===== src/verilog/bfs_pkg.sv =====
/*
  shared constants and carrier types for the bit-stream and squelch logic.
  assumes a 125 MHz system clock and a bit strobe from the modem.
*/
// Summary of operation
// - two squelch modes, each with its own presence threshold, chosen by port.
// - detection mode during cable-type detection, presence above its threshold.
// - operating mode while waiting for packets, operating threshold used.
// - channel idle while squelch below operating threshold, busy otherwise.
// - supply noise alone never flags busy; only in-band signal above threshold.
// - dead-battery port can send endless alternating bits; last preamble may be short.
// - keep sending until system ready for capabilities or supply at safe zero.
// - flag stream detected after 128 consecutive alternating bits.
// - after detection, flag stopped when squelch closed for quiet interval.
// - stream bits are raw preamble bits, bypassing the 4b5b encoder.
package bfs_pkg;
  localparam int unsigned BFS_CLK_HZ = 125000000;
  localparam int unsigned BFS_PREAMBLE_BITS = 64;
  localparam int unsigned BFS_DETECT_BITS = 128;
  // quiet interval, 1 to 3 ms allowed; 2 ms chosen
  localparam int unsigned BFS_QUIET_US = 2000;
  localparam int unsigned BFS_QUIET_CYC = BFS_QUIET_US * (BFS_CLK_HZ / 1000000);
  // in-band presence must persist this many cycles to count as busy
  localparam int unsigned BFS_BUSY_FILT_CYC = 8;

  typedef enum logic [0:0] {
    BFS_MODE_DETECT = 1'b0,
    BFS_MODE_OPERATE = 1'b1
  } bfs_mode_t;

  typedef struct packed {
    logic detect_mode_squelch_open;
    logic operate_mode_squelch_open;
  } bfs_squelch_t;

  typedef struct packed {
    logic valid;
    logic data;
  } bfs_bit_t;
endpackage


===== src/verilog/bfs_filter.sv =====
/*
  persistence filter: output follows input only after it holds steady.
  assumes input already synchronised to i_clk.
*/
`timescale 1ns/1ps
`default_nettype none
module bfs_filter #(
  parameter int unsigned CYCLES = 8
) (
  // clock and reset
  input wire logic i_clk,
  input wire logic i_reset,
  // level in and out
  input wire logic i_level,
  output logic o_level
);
  localparam int unsigned W = $clog2(CYCLES + 1);
  logic [W-1:0] cnt_reg, cnt_next;
  logic out_reg, out_next;

  always_comb begin
    cnt_next = cnt_reg;
    out_next = out_reg;
    if (i_level == out_reg) begin
      cnt_next = '0;
    end else if (cnt_reg == W'(CYCLES - 1)) begin
      cnt_next = '0;
      out_next = i_level;
    end else begin
      cnt_next = cnt_reg + 1'b1;
    end
  end

  always_ff @(posedge i_clk or posedge i_reset) begin
    if (i_reset) begin
      cnt_reg <= '0;
      out_reg <= 1'b0;
    end else begin
      cnt_reg <= cnt_next;
      out_reg <= out_next;
    end
  end

  assign o_level = out_reg;
endmodule
`default_nettype wire


===== src/verilog/bfs_bitstream.sv =====
/*
  squelch mode selection, idle/busy, alternating-bit stream transmit,
  stream detection and end-of-stream indication.
  assumes analog squelch comparators and supply-level flags arrive
  asynchronously; received bits come with a strobe on i_clk.
*/
`timescale 1ns/1ps
`default_nettype none
module bfs_bitstream
  import bfs_pkg::*;
#(
  parameter int unsigned DETECT_BITS = BFS_DETECT_BITS,
  parameter int unsigned QUIET_CYC = BFS_QUIET_CYC,
  parameter int unsigned BUSY_FILT_CYC = BFS_BUSY_FILT_CYC
) (
  // clock and reset
  input wire logic i_clk,
  input wire logic i_reset,
  // port control
  input wire logic i_cable_detect_active,
  input wire logic i_stream_tx_enable,
  input wire logic i_system_ready,
  // analog status pins
  input wire bfs_squelch_t i_squelch,
  input wire logic i_supply_safe_zero,
  // bit timing and received bits
  input wire logic i_bit_tick,
  input wire bfs_bit_t i_rx_bit,
  // receiver status
  output bfs_mode_t o_squelch_mode,
  output logic o_signal_present,
  output logic o_channel_busy,
  output logic o_stream_detected,
  output logic o_stream_stopped,
  // raw transmit bits
  output bfs_bit_t o_tx_bit,
  output logic o_tx_active
);
  // counters sized to hold their terminal counts
  localparam int unsigned DW = $clog2(DETECT_BITS + 1);
  localparam int unsigned QW = $clog2(QUIET_CYC + 1);

  // two-flop synchronisers for the analog inputs
  logic [2:0] sync1_reg, sync1_next, sync2_reg, sync2_next;
  logic det_open, op_open, safe_zero, op_filt;

  always_comb begin
    sync1_next = {i_supply_safe_zero, i_squelch.operate_mode_squelch_open,
                  i_squelch.detect_mode_squelch_open};
    sync2_next = sync1_reg;
  end

  always_ff @(posedge i_clk or posedge i_reset) begin
    if (i_reset) begin
      sync1_reg <= 3'h0;
      sync2_reg <= 3'h0;
    end else begin
      sync1_reg <= sync1_next;
      sync2_reg <= sync2_next;
    end
  end

  // only the second stage is read; the first may still be settling
  assign det_open = sync2_reg[0];
  assign op_open = sync2_reg[1];
  assign safe_zero = sync2_reg[2];

  // short glitches of supply ripple leaking past the band filter rejected
  // busy and operate-mode presence share this one filtered level
  bfs_filter #(
    .CYCLES(BUSY_FILT_CYC)
  ) u_busy_filter (
    .i_clk(i_clk),
    .i_reset(i_reset),
    .i_level(op_open),
    .o_level(op_filt)
  );

  // mode, presence and busy
  bfs_mode_t mode_reg, mode_next;
  logic present_reg, present_next, busy_reg, busy_next;

  // presence follows the mode of the previous cycle, one cycle behind
  // detect comparator read unfiltered: cable detection wants speed
  always_comb begin
    mode_next = i_cable_detect_active ? BFS_MODE_DETECT
                                      : BFS_MODE_OPERATE;
    present_next = (mode_reg == BFS_MODE_DETECT) ? det_open
                                                 : op_filt;
    busy_next = op_filt;
  end

  always_ff @(posedge i_clk or posedge i_reset) begin
    if (i_reset) begin
      // out of reset the receiver watches for packets
      mode_reg <= BFS_MODE_OPERATE;
      present_reg <= 1'b0;
      busy_reg <= 1'b0;
    end else begin
      mode_reg <= mode_next;
      present_reg <= present_next;
      busy_reg <= busy_next;
    end
  end

  // transmit: raw alternating bits, never through the symbol encoder
  logic tx_act_reg, tx_act_next, tx_data_reg, tx_data_next;
  logic tx_valid_reg, tx_valid_next;
  logic tx_halt, tx_start, tx_shift;

  // a halt beats a start or a tick landing in the same cycle
  assign tx_halt = i_system_ready || safe_zero;
  assign tx_start = i_stream_tx_enable && !tx_act_reg;
  // stopping mid-preamble is fine: the last one may be short
  assign tx_shift = tx_act_reg && i_bit_tick && !tx_halt;

  always_comb begin
    tx_act_next = tx_act_reg;
    tx_data_next = tx_data_reg;
    tx_valid_next = 1'b0;
    if (tx_halt) begin
      tx_act_next = 1'b0;
    end else if (tx_start) begin
      tx_act_next = 1'b1;
      // seed so that the first bit on the wire is a one
      tx_data_next = 1'b0;
    end
    if (tx_shift) begin
      tx_valid_next = 1'b1;
      tx_data_next = ~tx_data_reg;
    end
  end

  always_ff @(posedge i_clk or posedge i_reset) begin
    if (i_reset) begin
      tx_act_reg <= 1'b0;
      tx_data_reg <= 1'b0;
      tx_valid_reg <= 1'b0;
    end else begin
      tx_act_reg <= tx_act_next;
      tx_data_reg <= tx_data_next;
      tx_valid_reg <= tx_valid_next;
    end
  end

  // receive detection and quiet timing
  logic [DW-1:0] run_reg, run_next;
  logic last_reg, last_next, have_reg, have_next;
  logic det_reg, det_next, stop_reg, stop_next;
  logic [QW-1:0] quiet_reg, quiet_next;
  logic rx_repeat, run_full, quiet_done;

  // first bit after the squelch opens has no partner and starts a run
  assign rx_repeat = have_reg && (i_rx_bit.data == last_reg);
  assign run_full = (run_reg == DW'(DETECT_BITS - 1));
  // reopening resets the timer: a stop needs one unbroken quiet stretch
  assign quiet_done = (quiet_reg == QW'(QUIET_CYC - 1));

  always_comb begin
    run_next = run_reg;
    last_next = last_reg;
    have_next = have_reg;
    det_next = det_reg;
    stop_next = stop_reg;
    quiet_next = quiet_reg;
    // once detected, bits are ignored and only the quiet timer runs
    if (!det_reg) begin
      if (!op_open) begin
        run_next = '0;
        have_next = 1'b0;
      end else if (i_rx_bit.valid) begin
        last_next = i_rx_bit.data;
        have_next = 1'b1;
        if (rx_repeat) begin
          // the repeated bit opens a fresh run of one
          run_next = DW'(1);
        end else if (run_full) begin
          run_next = '0;
          det_next = 1'b1;
          stop_next = 1'b0;
          quiet_next = '0;
        end else begin
          run_next = run_reg + 1'b1;
        end
      end
    end else if (op_open) begin
      quiet_next = '0;
    end else if (quiet_done) begin
      quiet_next = '0;
      det_next = 1'b0;
      stop_next = 1'b1;
      have_next = 1'b0;
    end else begin
      quiet_next = quiet_reg + 1'b1;
    end
  end

  always_ff @(posedge i_clk or posedge i_reset) begin
    if (i_reset) begin
      run_reg <= '0;
      last_reg <= 1'b0;
      have_reg <= 1'b0;
      det_reg <= 1'b0;
      stop_reg <= 1'b0;
      quiet_reg <= '0;
    end else begin
      run_reg <= run_next;
      last_reg <= last_next;
      have_reg <= have_next;
      det_reg <= det_next;
      stop_reg <= stop_next;
      quiet_reg <= quiet_next;
    end
  end

  // every output is a register, so nothing combinational leaves
  assign o_squelch_mode = mode_reg;
  assign o_signal_present = present_reg;
  assign o_channel_busy = busy_reg;
  assign o_stream_detected = det_reg;
  assign o_stream_stopped = stop_reg;
  assign o_tx_bit = '{valid: tx_valid_reg, data: tx_data_reg};
  assign o_tx_active = tx_act_reg;
endmodule
`default_nettype wire


===== config.mk =====
export PLATFORM = sky130hd
export DESIGN_NAME = bfs_bitstream
export DESIGN_NICKNAME = d
export VERILOG_FILES = /design/src/verilog/bfs_pkg.sv /design/src/verilog/bfs_filter.sv /design/src/verilog/bfs_bitstream.sv
export SDC_FILE = /design/constraint.sdc
export NUM_CORES = 1
export LEC_CHECK = 0
export BUFFER_PORTS_ARGS = -buffer_cell sky130_fd_sc_hd__buf_2
export CAP_MARGIN = 0
export CORE_MARGIN = 2
export CORE_UTILIZATION = 30
export DETAILED_ROUTE_END_ITERATION = 6
export HOLD_SLACK_MARGIN = 0.03
export PLACE_DENSITY = 0.45
export REMOVE_ABC_BUFFERS = 1
export SLEW_MARGIN = 25
export SYNTH_ARGS = -nofsm -noshare
export SYNTH_HDL_FRONTEND = slang
export SYNTH_SLANG_ARGS = --single-unit

===== constraint.sdc =====
create_clock -name i_clk -period 5.8 [get_ports i_clk]
set_clock_uncertainty 0.2 [all_clocks]
set_input_delay 0 -clock i_clk [delete_from_list [all_inputs] [get_ports i_clk]]
set_output_delay 0 -clock i_clk [all_outputs]
set_load 0.005 [all_outputs]

==> impl_metrics.csv, run 1 <==
group,metric,value,unit
power_and_ir_drop,power.density,265,mW/mm^2
timing,rsz0062_at_grt,"false",
place,post-dp-hpwl,3.42,mm
synthesis,seq_area_frac_synth,50.7,%
critical_path,arrival,2680,ps
cells_and_area,final_cell_mix,"dfrtp_1 (46), nand2_1 (29), nor2_1 (21)",
critical_path,worstSetupPathType,"reg2reg",
cells_and_area,syn2layout_area_growth,16.7,%
timing,fin_crit,2690,ps
detailed_routing,drtPass1Iterations,4,
die,num_rows,32,
synthesis,yosysWarnings,0,
critical_path,rr_endpoint,"quiet_reg[10]",
clock_network,insertion_delay,300,ps
cells_and_area,fin_nets,279,
timing,tightestPinTransition,779,ps
die,core_area,0.00761,mm^2
outcome,outcome,"finished, final reports clean",
cells_and_area,drive_above_1_share,15.0,%
cells_and_area,final_common_cell,"dfrtp_1",
run,cap_viol_max_count,0,
detailed_routing,wl,4.95,mm
synthesis,netlist.area_leader.share,49.6,%
power_and_ir_drop,ir_drop,0.137,mV
synthesis,synth-edff-count,0,
clock_network,cts.sinks,47,
min_path,worstHoldPathType,"in2async",
synthesis,syn_area_per_cell,9.79,um^2
place,dp.cells,348,
detailed_routing,vias,1788,
critical_path,regToRegStartpoint,"quiet_reg[11]",
critical_path,worst-path-max-fanout,13,
power_and_ir_drop,leakage,0.00118,uW
global_route,first_global_vias,1737,
detailed_routing,routed_via_density,4.86,
detailed_routing,avgRoutedWirePerCell,13.5,um
critical_path,crit_slowest_cell,"or4b_1",
clock_network,cts_max_level,2,
critical_path,max_stage_delay,540,ps
timing,fmax,372,MHz
global_route,grt.total_usage,12.5,%
synthesis,ys_seq_elements,47,
detailed_routing,drt_iter0_markers,68,
clock_network,post_cts_resized,0,
timing,finalMaxSlewViolations,0,
die,die_h,92.0,um
global_route,grt_max_degree,48,
timing,slew_headroom,48.0,%
cells_and_area,final_cells,368,
timing,setup_viol,0,
global_route,grt_antenna_before_repair,0,
clock_network,numCtsBuffers,5,
global_route,grt_pass1_wl,8.47,mm
place,numPortBuffers,18,
die,start_util,30.5,%
synthesis,synthTopCellsByArea,"dfrtp_1 (50%), nand2_1 (4.7%), nand3_1 (4.1%), nor2_1 (3.4%), o21ai_0 (2.6%)",
timing,hold_violations,0,
synthesis,yosysTopAreaCell,"dfrtp_1",
die,pin_count,19,
synthesis,netlist_area,0.00232,mm^2
clock_network,cts_buffer_depth,2,
place,gp_congestion,0.750,
timing,tns,0,ps
clock_network,clk_pin_slew,90,ps
critical_path,r2r_cells,5,
clock_network,clockRootBuffer,"clkbuf_8",
die,chipWidth,92.0,um
critical_path,worstPathCellList,"or4b_1 -> or4_4 -> o31ai_4 -> o21ai_1 -> a21o_1",
synthesis,synth_cells,237,
global_route,grt_overflow,0,
critical_path,r2r_setup_slack,3110,ps
critical_path,endpoint_kind,"register",
synthesis,synth_cell_type_count,49,
synthesis,synth_ff_type,"dfrtp_1",
critical_path,required,5790,ps
critical_path,start_kind,"register",
synthesis,ys_async_sr_fraction,100,%
timing,fin_crit_sh,46.4,%
cells_and_area,largest_reg_flops,18,
cells_and_area,utilization,35.6,%
cells_and_area,fillers,802,
detailed_routing,drc_errors,0,
die,die-area,0.00846,mm^2
clock_network,cts_tree,"yes",
power_and_ir_drop,fin_total_pwr,719,uW
cells_and_area,n_antenna_cell,0,
detailed_routing,ant_nets,0,
cell type report:
type	instances	area, um^2	area share (%)
clock buffers	6	72.6	2.68
clock inverters	2	60.1	2.22
inverters	8	32.5	1.20
multi-input cells	172	1020	37.7
well taps	102	128	4.71
repair buffers	31	218	8.04
flip-flops and latches	47	1180	43.5
how the worst max path moves through the flow:
stage,slack [ps],cells past startpoint,to,start
after global placement,3120,5,quiet_reg[12],quiet_reg[11]
after detailed placement,3100,5,quiet_reg[6],quiet_reg[11]
after CTS,3090,5,quiet_reg[7],quiet_reg[11]
after global routing,2980,5,quiet_reg[7],quiet_reg[11]
after floorplan,3320,5,quiet_reg[6],quiet_reg[11]
final,3110,5,quiet_reg[10],quiet_reg[11]
metrics by stage:
| step | setup WS (ps) | instance area (um^2) | hold WS [ps] |
|---|---|---|---|
| 2_1_floorplan | 3320 | 2230 | -174 |
| 3_3_place_gp | 3120 | 2450 | -91.1 |
| 3_5_place_dp | 3100 | 2460 | -87.4 |
| 4_1_cts | 3090 | 2710 | 129 |
| 5_1_grt | 2980 | 2710 | 135 |
| 6_report | 3110 | 2710 | 124 |
worst max-delay path: cells and delay by family, from the launching register on:
family / cells / cell delay (ps)
AND/OR/NAND/NOR: 2 / 1080
AO/OA/AOI/OAI: 3 / 860
flip-flops: 1 / 440
cells by family (layout without fill, tap and decap cells):
| logic type | Yosys count | count (layout) | share of synthesized area [%] |
|---|---|---|---|
| adder cells (fa/ha/maj) | 3 | 3 | 1.62 |
| multiplexers | 3 | 3 | 1.46 |
| AO/OA/AOI/OAI | 55 | 55 | 15.7 |
| flip-flops | 47 | 47 | 50.7 |
| XOR/XNOR | 6 | 6 | 2.26 |
| AND/OR/NAND/NOR | 105 | 105 | 23.0 |
| buffers and inverters | 18 | 47 | 5.28 |
power breakdown:
group          internal [uW]  leakage, uW  switching, uW
clock                    172    0.0000654            111
combinational           33.8     0.000497           33.3
sequential               351     0.000619           17.6
cells in the mapped netlist (2+ instances only):
| library cell | n |
|---|---|
| buf_4 | 3 |
| nor4_1 | 5 |
| mux2_2 | 3 |
| nand4_1 | 5 |
| nor2_1 | 21 |
| nand2_1 | 29 |
| nand3_1 | 19 |
| o21ai_0 | 12 |
| a22o_1 | 5 |
| o21ai_1 | 9 |
| xor2_1 | 2 |
| a21o_1 | 4 |
| or3_2 | 2 |
| dfrtp_1 | 46 |
| nor3_1 | 5 |
| clkbuf_8 | 2 |
| ha_1 | 3 |
| o22ai_1 | 2 |
| inv_1 | 8 |
| or4b_1 | 2 |
| buf_6 | 3 |
| nor2b_1 | 4 |
| a21oi_1 | 10 |
| and3_1 | 3 |
| o31ai_1 | 3 |
| xnor2_1 | 4 |
repair_timing:
action                                 in CTS  in global routing
endpoints found under the hold margin      59                  0
hold buffers                               12                  0
setup buffers                               0                  0
metal layers:
| metal | GRT usage (%) | vias to the layer above | share of wire (%) |
|---|---|---|---|
| met3 | 2.79 | 6 | 2.4 |
| met1 | 17.0 | 856 | 51 |
| met2 | 20.1 | 19 | 46 |
| li1 | - | 907 | - |
| met5 | 0 | - | 0 |
| met4 | 3.36 | 0 | 1.2 |
Power figures use the tool's default switching activity.
==> run 2: changes to the inputs <==
- clock period: 5.8 -> 2.8 ns (I/O delays scaled with it)
==> run 2 against run 1 <==
  * Sequential share of layout area shrank 0.67 points
  * Hold slack lost 10 ps
  * Critical path depth grew 1
  * Cell count grew 2.2%
  * Critical path type unchanged
==> impl_metrics.csv, run 2 (synthesis gave the netlist of run 1 again) <==
group,metric,value,unit
outcome,outcome,"finished, final reports clean",
clock_network,hold_buffers,13,
critical_path,worst-path-max-fanout,7,
clock_network,cts_buffer_depth,2,
timing,fin_crit_sh,90.3,%
cells_and_area,syn2layout_area_growth,18.5,%
cells_and_area,multiInputGateArea,0.00102,mm^2
timing,slew_headroom,57.7,%
clock_network,post_cts_resized,0,
cells_and_area,drive_above_1_share,17.5,%
die,num_rows,32,
die,die-area,0.00846,mm^2
cells_and_area,final_common_cell,"dfrtp_1",
cells_and_area,fillers,802,
timing,fin_crit,2530,ps
clock_network,insertion_delay,300,ps
clock_network,cts_max_level,2,
critical_path,r2r_setup_slack,270,ps
power_and_ir_drop,pwr-share-comb,10.9,%
timing,tightestPinTransition,629,ps
global_route,grt_overflow,0,
timing,finalMaxSlewViolations,0,
power_and_ir_drop,p_switching,349,uW
timing,setup_viol,0,
detailed_routing,avgRoutedWirePerCell,13.4,um
die,pin_count,19,
power_and_ir_drop,switching_share,24.5,%
timing,fmax,395,MHz
power_and_ir_drop,power.density,518,mW/mm^2
timing,tns,0,ps
timing,rsz0062_at_grt,"false",
die,die_h,92.0,um
critical_path,r2r_cells,6,
critical_path,worstSetupPathType,"reg2reg",
critical_path,start_kind,"register",
die,chipWidth,92.0,um
power_and_ir_drop,clockPowerShare,35.6,%
detailed_routing,ant_nets,0,
detailed_routing,drc_errors,0,
power_and_ir_drop,power_frac_seq,53.5,%
clock_network,numCtsBuffers,5,
critical_path,rr_endpoint,"quiet_reg[6]",
place,numPortBuffers,18,
clock_network,postCtsSetupRepairBufs,0,
critical_path,startpoint,"quiet_reg[13]",
critical_path,endpoint_kind,"register",
cells_and_area,ff_latch_area,0.00118,mm^2
cells_and_area,utilization,36.2,%
place,post-dp-hpwl,3.41,mm
clock_network,cts.sinks,47,
cells_and_area,n_antenna_cell,0,
detailed_routing,routed_via_density,4.89,
global_route,first_global_vias,1790,
clock_network,clk_pin_slew,100,ps
detailed_routing,drt_iter0_markers,60,
detailed_routing,drtPass1Iterations,4,
global_route,grt_pass1_wl,8.81,mm
min_path,worstHoldPathType,"in2async",
cells_and_area,fin_nets,287,
place,gp_congestion,0.835,
global_route,grt.total_usage,13.0,%
critical_path,arrival,2510,ps
power_and_ir_drop,leakage,0.00121,uW
detailed_routing,vias,1838,
critical_path,regToRegStartpoint,"quiet_reg[13]",
cells_and_area,largest_reg_flops,18,
timing,hold_violations,0,
critical_path,required,2780,ps
power_and_ir_drop,ir_drop,0.195,mV
run,cap_viol_max_count,0,
power_and_ir_drop,internal-power,1080,uW
critical_path,cp-endpoint,"quiet_reg[6]",
global_route,grt_max_degree,48,
cells_and_area,final_cell_mix,"dfrtp_1 (46), nand2_1 (29), nor2_1 (21)",
clock_network,clockRootBuffer,"clkbuf_8",
detailed_routing,wl,5.04,mm
die,start_util,30.5,%
clock_network,cts_tree,"yes",
global_route,grt_antenna_before_repair,0,
die,core_area,0.00761,mm^2
==> run 2: worst min-delay path by stage <==
stage	from	to	cells past startpoint
4_1_cts	i_cable_detect_active	o_squelch_mode	3
3_3_place_gp	i_squelch[1]	sync1_reg[0]	1
5_1_grt	i_squelch[0]	sync1_reg[1]	2
6_report	i_reset	sync2_reg[2]	3
3_5_place_dp	i_squelch[1]	sync1_reg[0]	1
2_1_floorplan	i_cable_detect_active	o_squelch_mode	1
==> run 2: routing by layer <==
layer	global-route usage, %	routed length, um
met5	0	0
met1	16.9	2460
met4	3.11	26
met2	21.6	2410
met3	3.37	153
==> run 2: final cells by class <==
cell class                      count  area share [%]
Timing Repair Buffer               39            10.2
Tap cell                          102            4.64
Clock inverter                      3            1.59
Clock buffer                        5            2.50
Multi-Input combinational cell    172            37.1
Sequential cell                    47            42.8
Inverter                            8            1.18
==> run 2: power by group through the flow <==
stage | Sequential, uW | Combinational (uW) | Clock, uW
floorplan | 773 | 82.1 | 0
global placement | 776 | 137 | 0
detailed placement | 777 | 139 | 0
CTS | 763 | 159 | 527
global route | 770 | 183 | 562
finish | 762 | 156 | 507
==> run 2: metrics by stage <==
| stage | cell area [um^2] | hold slack (ps) | setup WS [ps] | power [uW] | instances |
|---|---|---|---|---|---|
| global placement | 2510 | -91.0 | 341 | 913 | 355 |
| global route | 2750 | 124 | 185 | 1520 | 376 |
| CTS | 2750 | 119 | 280 | 1450 | 376 |
| finish | 2750 | 114 | 271 | 1420 | 376 |
| floorplan | 2230 | -174 | 324 | 855 | 227 |
| detailed placement | 2510 | -85.8 | 312 | 915 | 355 |
==> run 2: worst max-delay path, stage by stage, from the launching register on <==
cell,delay (ps)
dfrtp_1,460
or4b_1,520
or4_4,540
o31ai_4,240
buf_4,180
o21ai_1,70
a22o_1,180
==> run 3: changes to the inputs <==
==> constraint.sdc (replaced) <==
create_clock -name i_clk -period 2.8 [get_ports i_clk]
set_clock_uncertainty 0.2 [all_clocks]
set_input_delay 0.14 -clock i_clk [delete_from_list [all_inputs] [get_ports i_clk]]
set_output_delay 0.14 -clock i_clk [all_outputs]
set_load 0.005 [all_outputs]
==> run 3 against run 2 <==
  * Critical path depth stayed put
  * Sequential power hardly changed
  * Critical path type unchanged
  * Die area stayed put
  * Core utilization is 0.39 points lower
  * Sequential cell count stayed put
  * Highest routed layer unchanged
==> impl_metrics.csv, run 3 (synthesis gave the netlist of run 1 again) <==
group,metric,value,unit
cells_and_area,final_common_cell,"dfrtp_1",
die,num_rows,32,
die,core_area,0.00761,mm^2
place,numPortBuffers,18,
die,pin_count,19,
timing,fmax,396,MHz
place,post-dp-hpwl,3.41,mm
clock_network,cts_max_level,2,
power_and_ir_drop,fin_total_pwr,1410,uW
clock_network,cts.sinks,47,
timing,tns,0,ps
detailed_routing,vias,1812,
critical_path,endpoint_kind,"register",
cells_and_area,ff_latch_area,0.00118,mm^2
global_route,grt.total_usage,12.8,%
clock_network,insertion_delay,300,ps
timing,fin_crit,2530,ps
detailed_routing,wl,4.99,mm
die,chipWidth,92.0,um
cells_and_area,utilization,35.8,%
clock_network,cts_buffer_depth,2,
cells_and_area,final_cell_mix,"dfrtp_1 (46), nand2_1 (29), nor2_1 (21)",
timing,fin_crit_sh,90.3,%
global_route,grt_max_degree,48,
die,die_h,92.0,um
min_path,hold_path.startpoint,"i_rx_bit[1]",
clock_network,numCtsBuffers,5,
detailed_routing,drc_errors,0,
global_route,grt_overflow,0,
place,gp_congestion,0.835,
global_route,grt_pass1_wl,8.71,mm
timing,tightestPinTransition,664,ps
cells_and_area,drive_above_1_share,17.7,%
clock_network,post_cts_resized,0,
clock_network,postCtsSetupRepairBufs,0,
global_route,grt_antenna_before_repair,0,
clock_network,cts_tree,"yes",
critical_path,arrival,2510,ps
detailed_routing,drtPass1Iterations,4,
critical_path,startpoint,"quiet_reg[13]",
detailed_routing,ant_nets,0,
outcome,outcome,"finished, final reports clean",
detailed_routing,routed_via_density,4.86,
critical_path,worstSetupPathType,"reg2reg",
min_path,worstHoldPathType,"in2reg",
cells_and_area,n_antenna_cell,0,
die,die-area,0.00846,mm^2
critical_path,worst-path-max-fanout,7,
critical_path,r2r_setup_slack,270,ps
global_route,first_global_vias,1772,
power_and_ir_drop,ir_drop,0.192,mV
timing,rsz0062_at_grt,"false",
cells_and_area,fin_nets,284,
timing,hold_violations,0,
run,cap_viol_max_count,0,
timing,setup_viol,0,
clock_network,clockRootBuffer,"clkbuf_8",
critical_path,regToRegStartpoint,"quiet_reg[13]",
detailed_routing,avgRoutedWirePerCell,13.4,um
cells_and_area,fillers,805,
cells_and_area,multiInputGateArea,0.00102,mm^2
clock_network,clk_pin_slew,100,ps
timing,finalMaxSlewViolations,0,
critical_path,start_kind,"register",
cells_and_area,syn2layout_area_growth,17.3,%
power_and_ir_drop,leakage,0.00120,uW
timing,slew_headroom,55.4,%
critical_path,required,2780,ps
cells_and_area,largest_reg_flops,18,
detailed_routing,drt_iter0_markers,66,
power_and_ir_drop,power.density,520,mW/mm^2
die,start_util,30.5,%
==> run 3: cell count changes in the layout (fill, tap and decap cells not counted) <==
cell           previous run  this run
dlygate4sd3_1            13        10
==> run 3: per-layer routing <==
| metal | GRT usage [%] | share of wire (%) | wire length [um] |
|---|---|---|---|
| met1 | 16.8 | 49 | 2460 |
| met2 | 21.2 | 47 | 2360 |
| met3 | 3.37 | 2.7 | 134 |
| met4 | 3.11 | 0.52 | 26 |
| met5 | 0 | 0 | 0 |
==> run 3: critical path: stages, from the launching register on <==
cell     delay [ps]
dfrtp_1         460
or4b_1          520
or4_4           540
o31ai_4         240
buf_4           180
o21ai_1          70
a22o_1          180
==> run 3: worst paths after layout <==
kind                       depth (start not counted)           end
setup / recovery                                   6  quiet_reg[6]
hold / removal                                     4    run_reg[0]
setup reg to reg                                   6  quiet_reg[6]
hold reg to reg                                    0  sync2_reg[2]
max in group asynchronous                          3      have_reg
min in group asynchronous                          3  sync2_reg[2]
==> run 3: timing repair <==
action,in CTS,in global routing
endpoints found under the hold margin,54,0
hold buffers,10,0
endpoints found under the setup margin,0,0
==> run 3: final cells by class <==
| class | count | area share (%) |
|---|---|---|
| Timing Repair Buffer | 36 | 9.20 |
| Tap cell | 102 | 4.69 |
| Multi-Input combinational cell | 172 | 37.5 |
| Clock inverter | 3 | 1.61 |
| Clock buffer | 5 | 2.53 |
| Sequential cell | 47 | 43.3 |
| Inverter | 8 | 1.20 |
==> run 3: power breakdown <==
part	switching [uW]	total [uW]	internal, uW
logic	71.5	146	74.0
registers	34.2	762	728
clock network	241	507	266
==> run 3: metrics by stage <==
stage	hold WS [ps]	area, um^2	std cells	setup WS [ps]
floorplan	-33.8	2230	227	324
global placement	49.0	2510	355	341
detailed placement	54.2	2510	355	312
CTS	58.6	2720	373	280
global route	79.9	2720	373	185
finish	53.8	2720	373	272
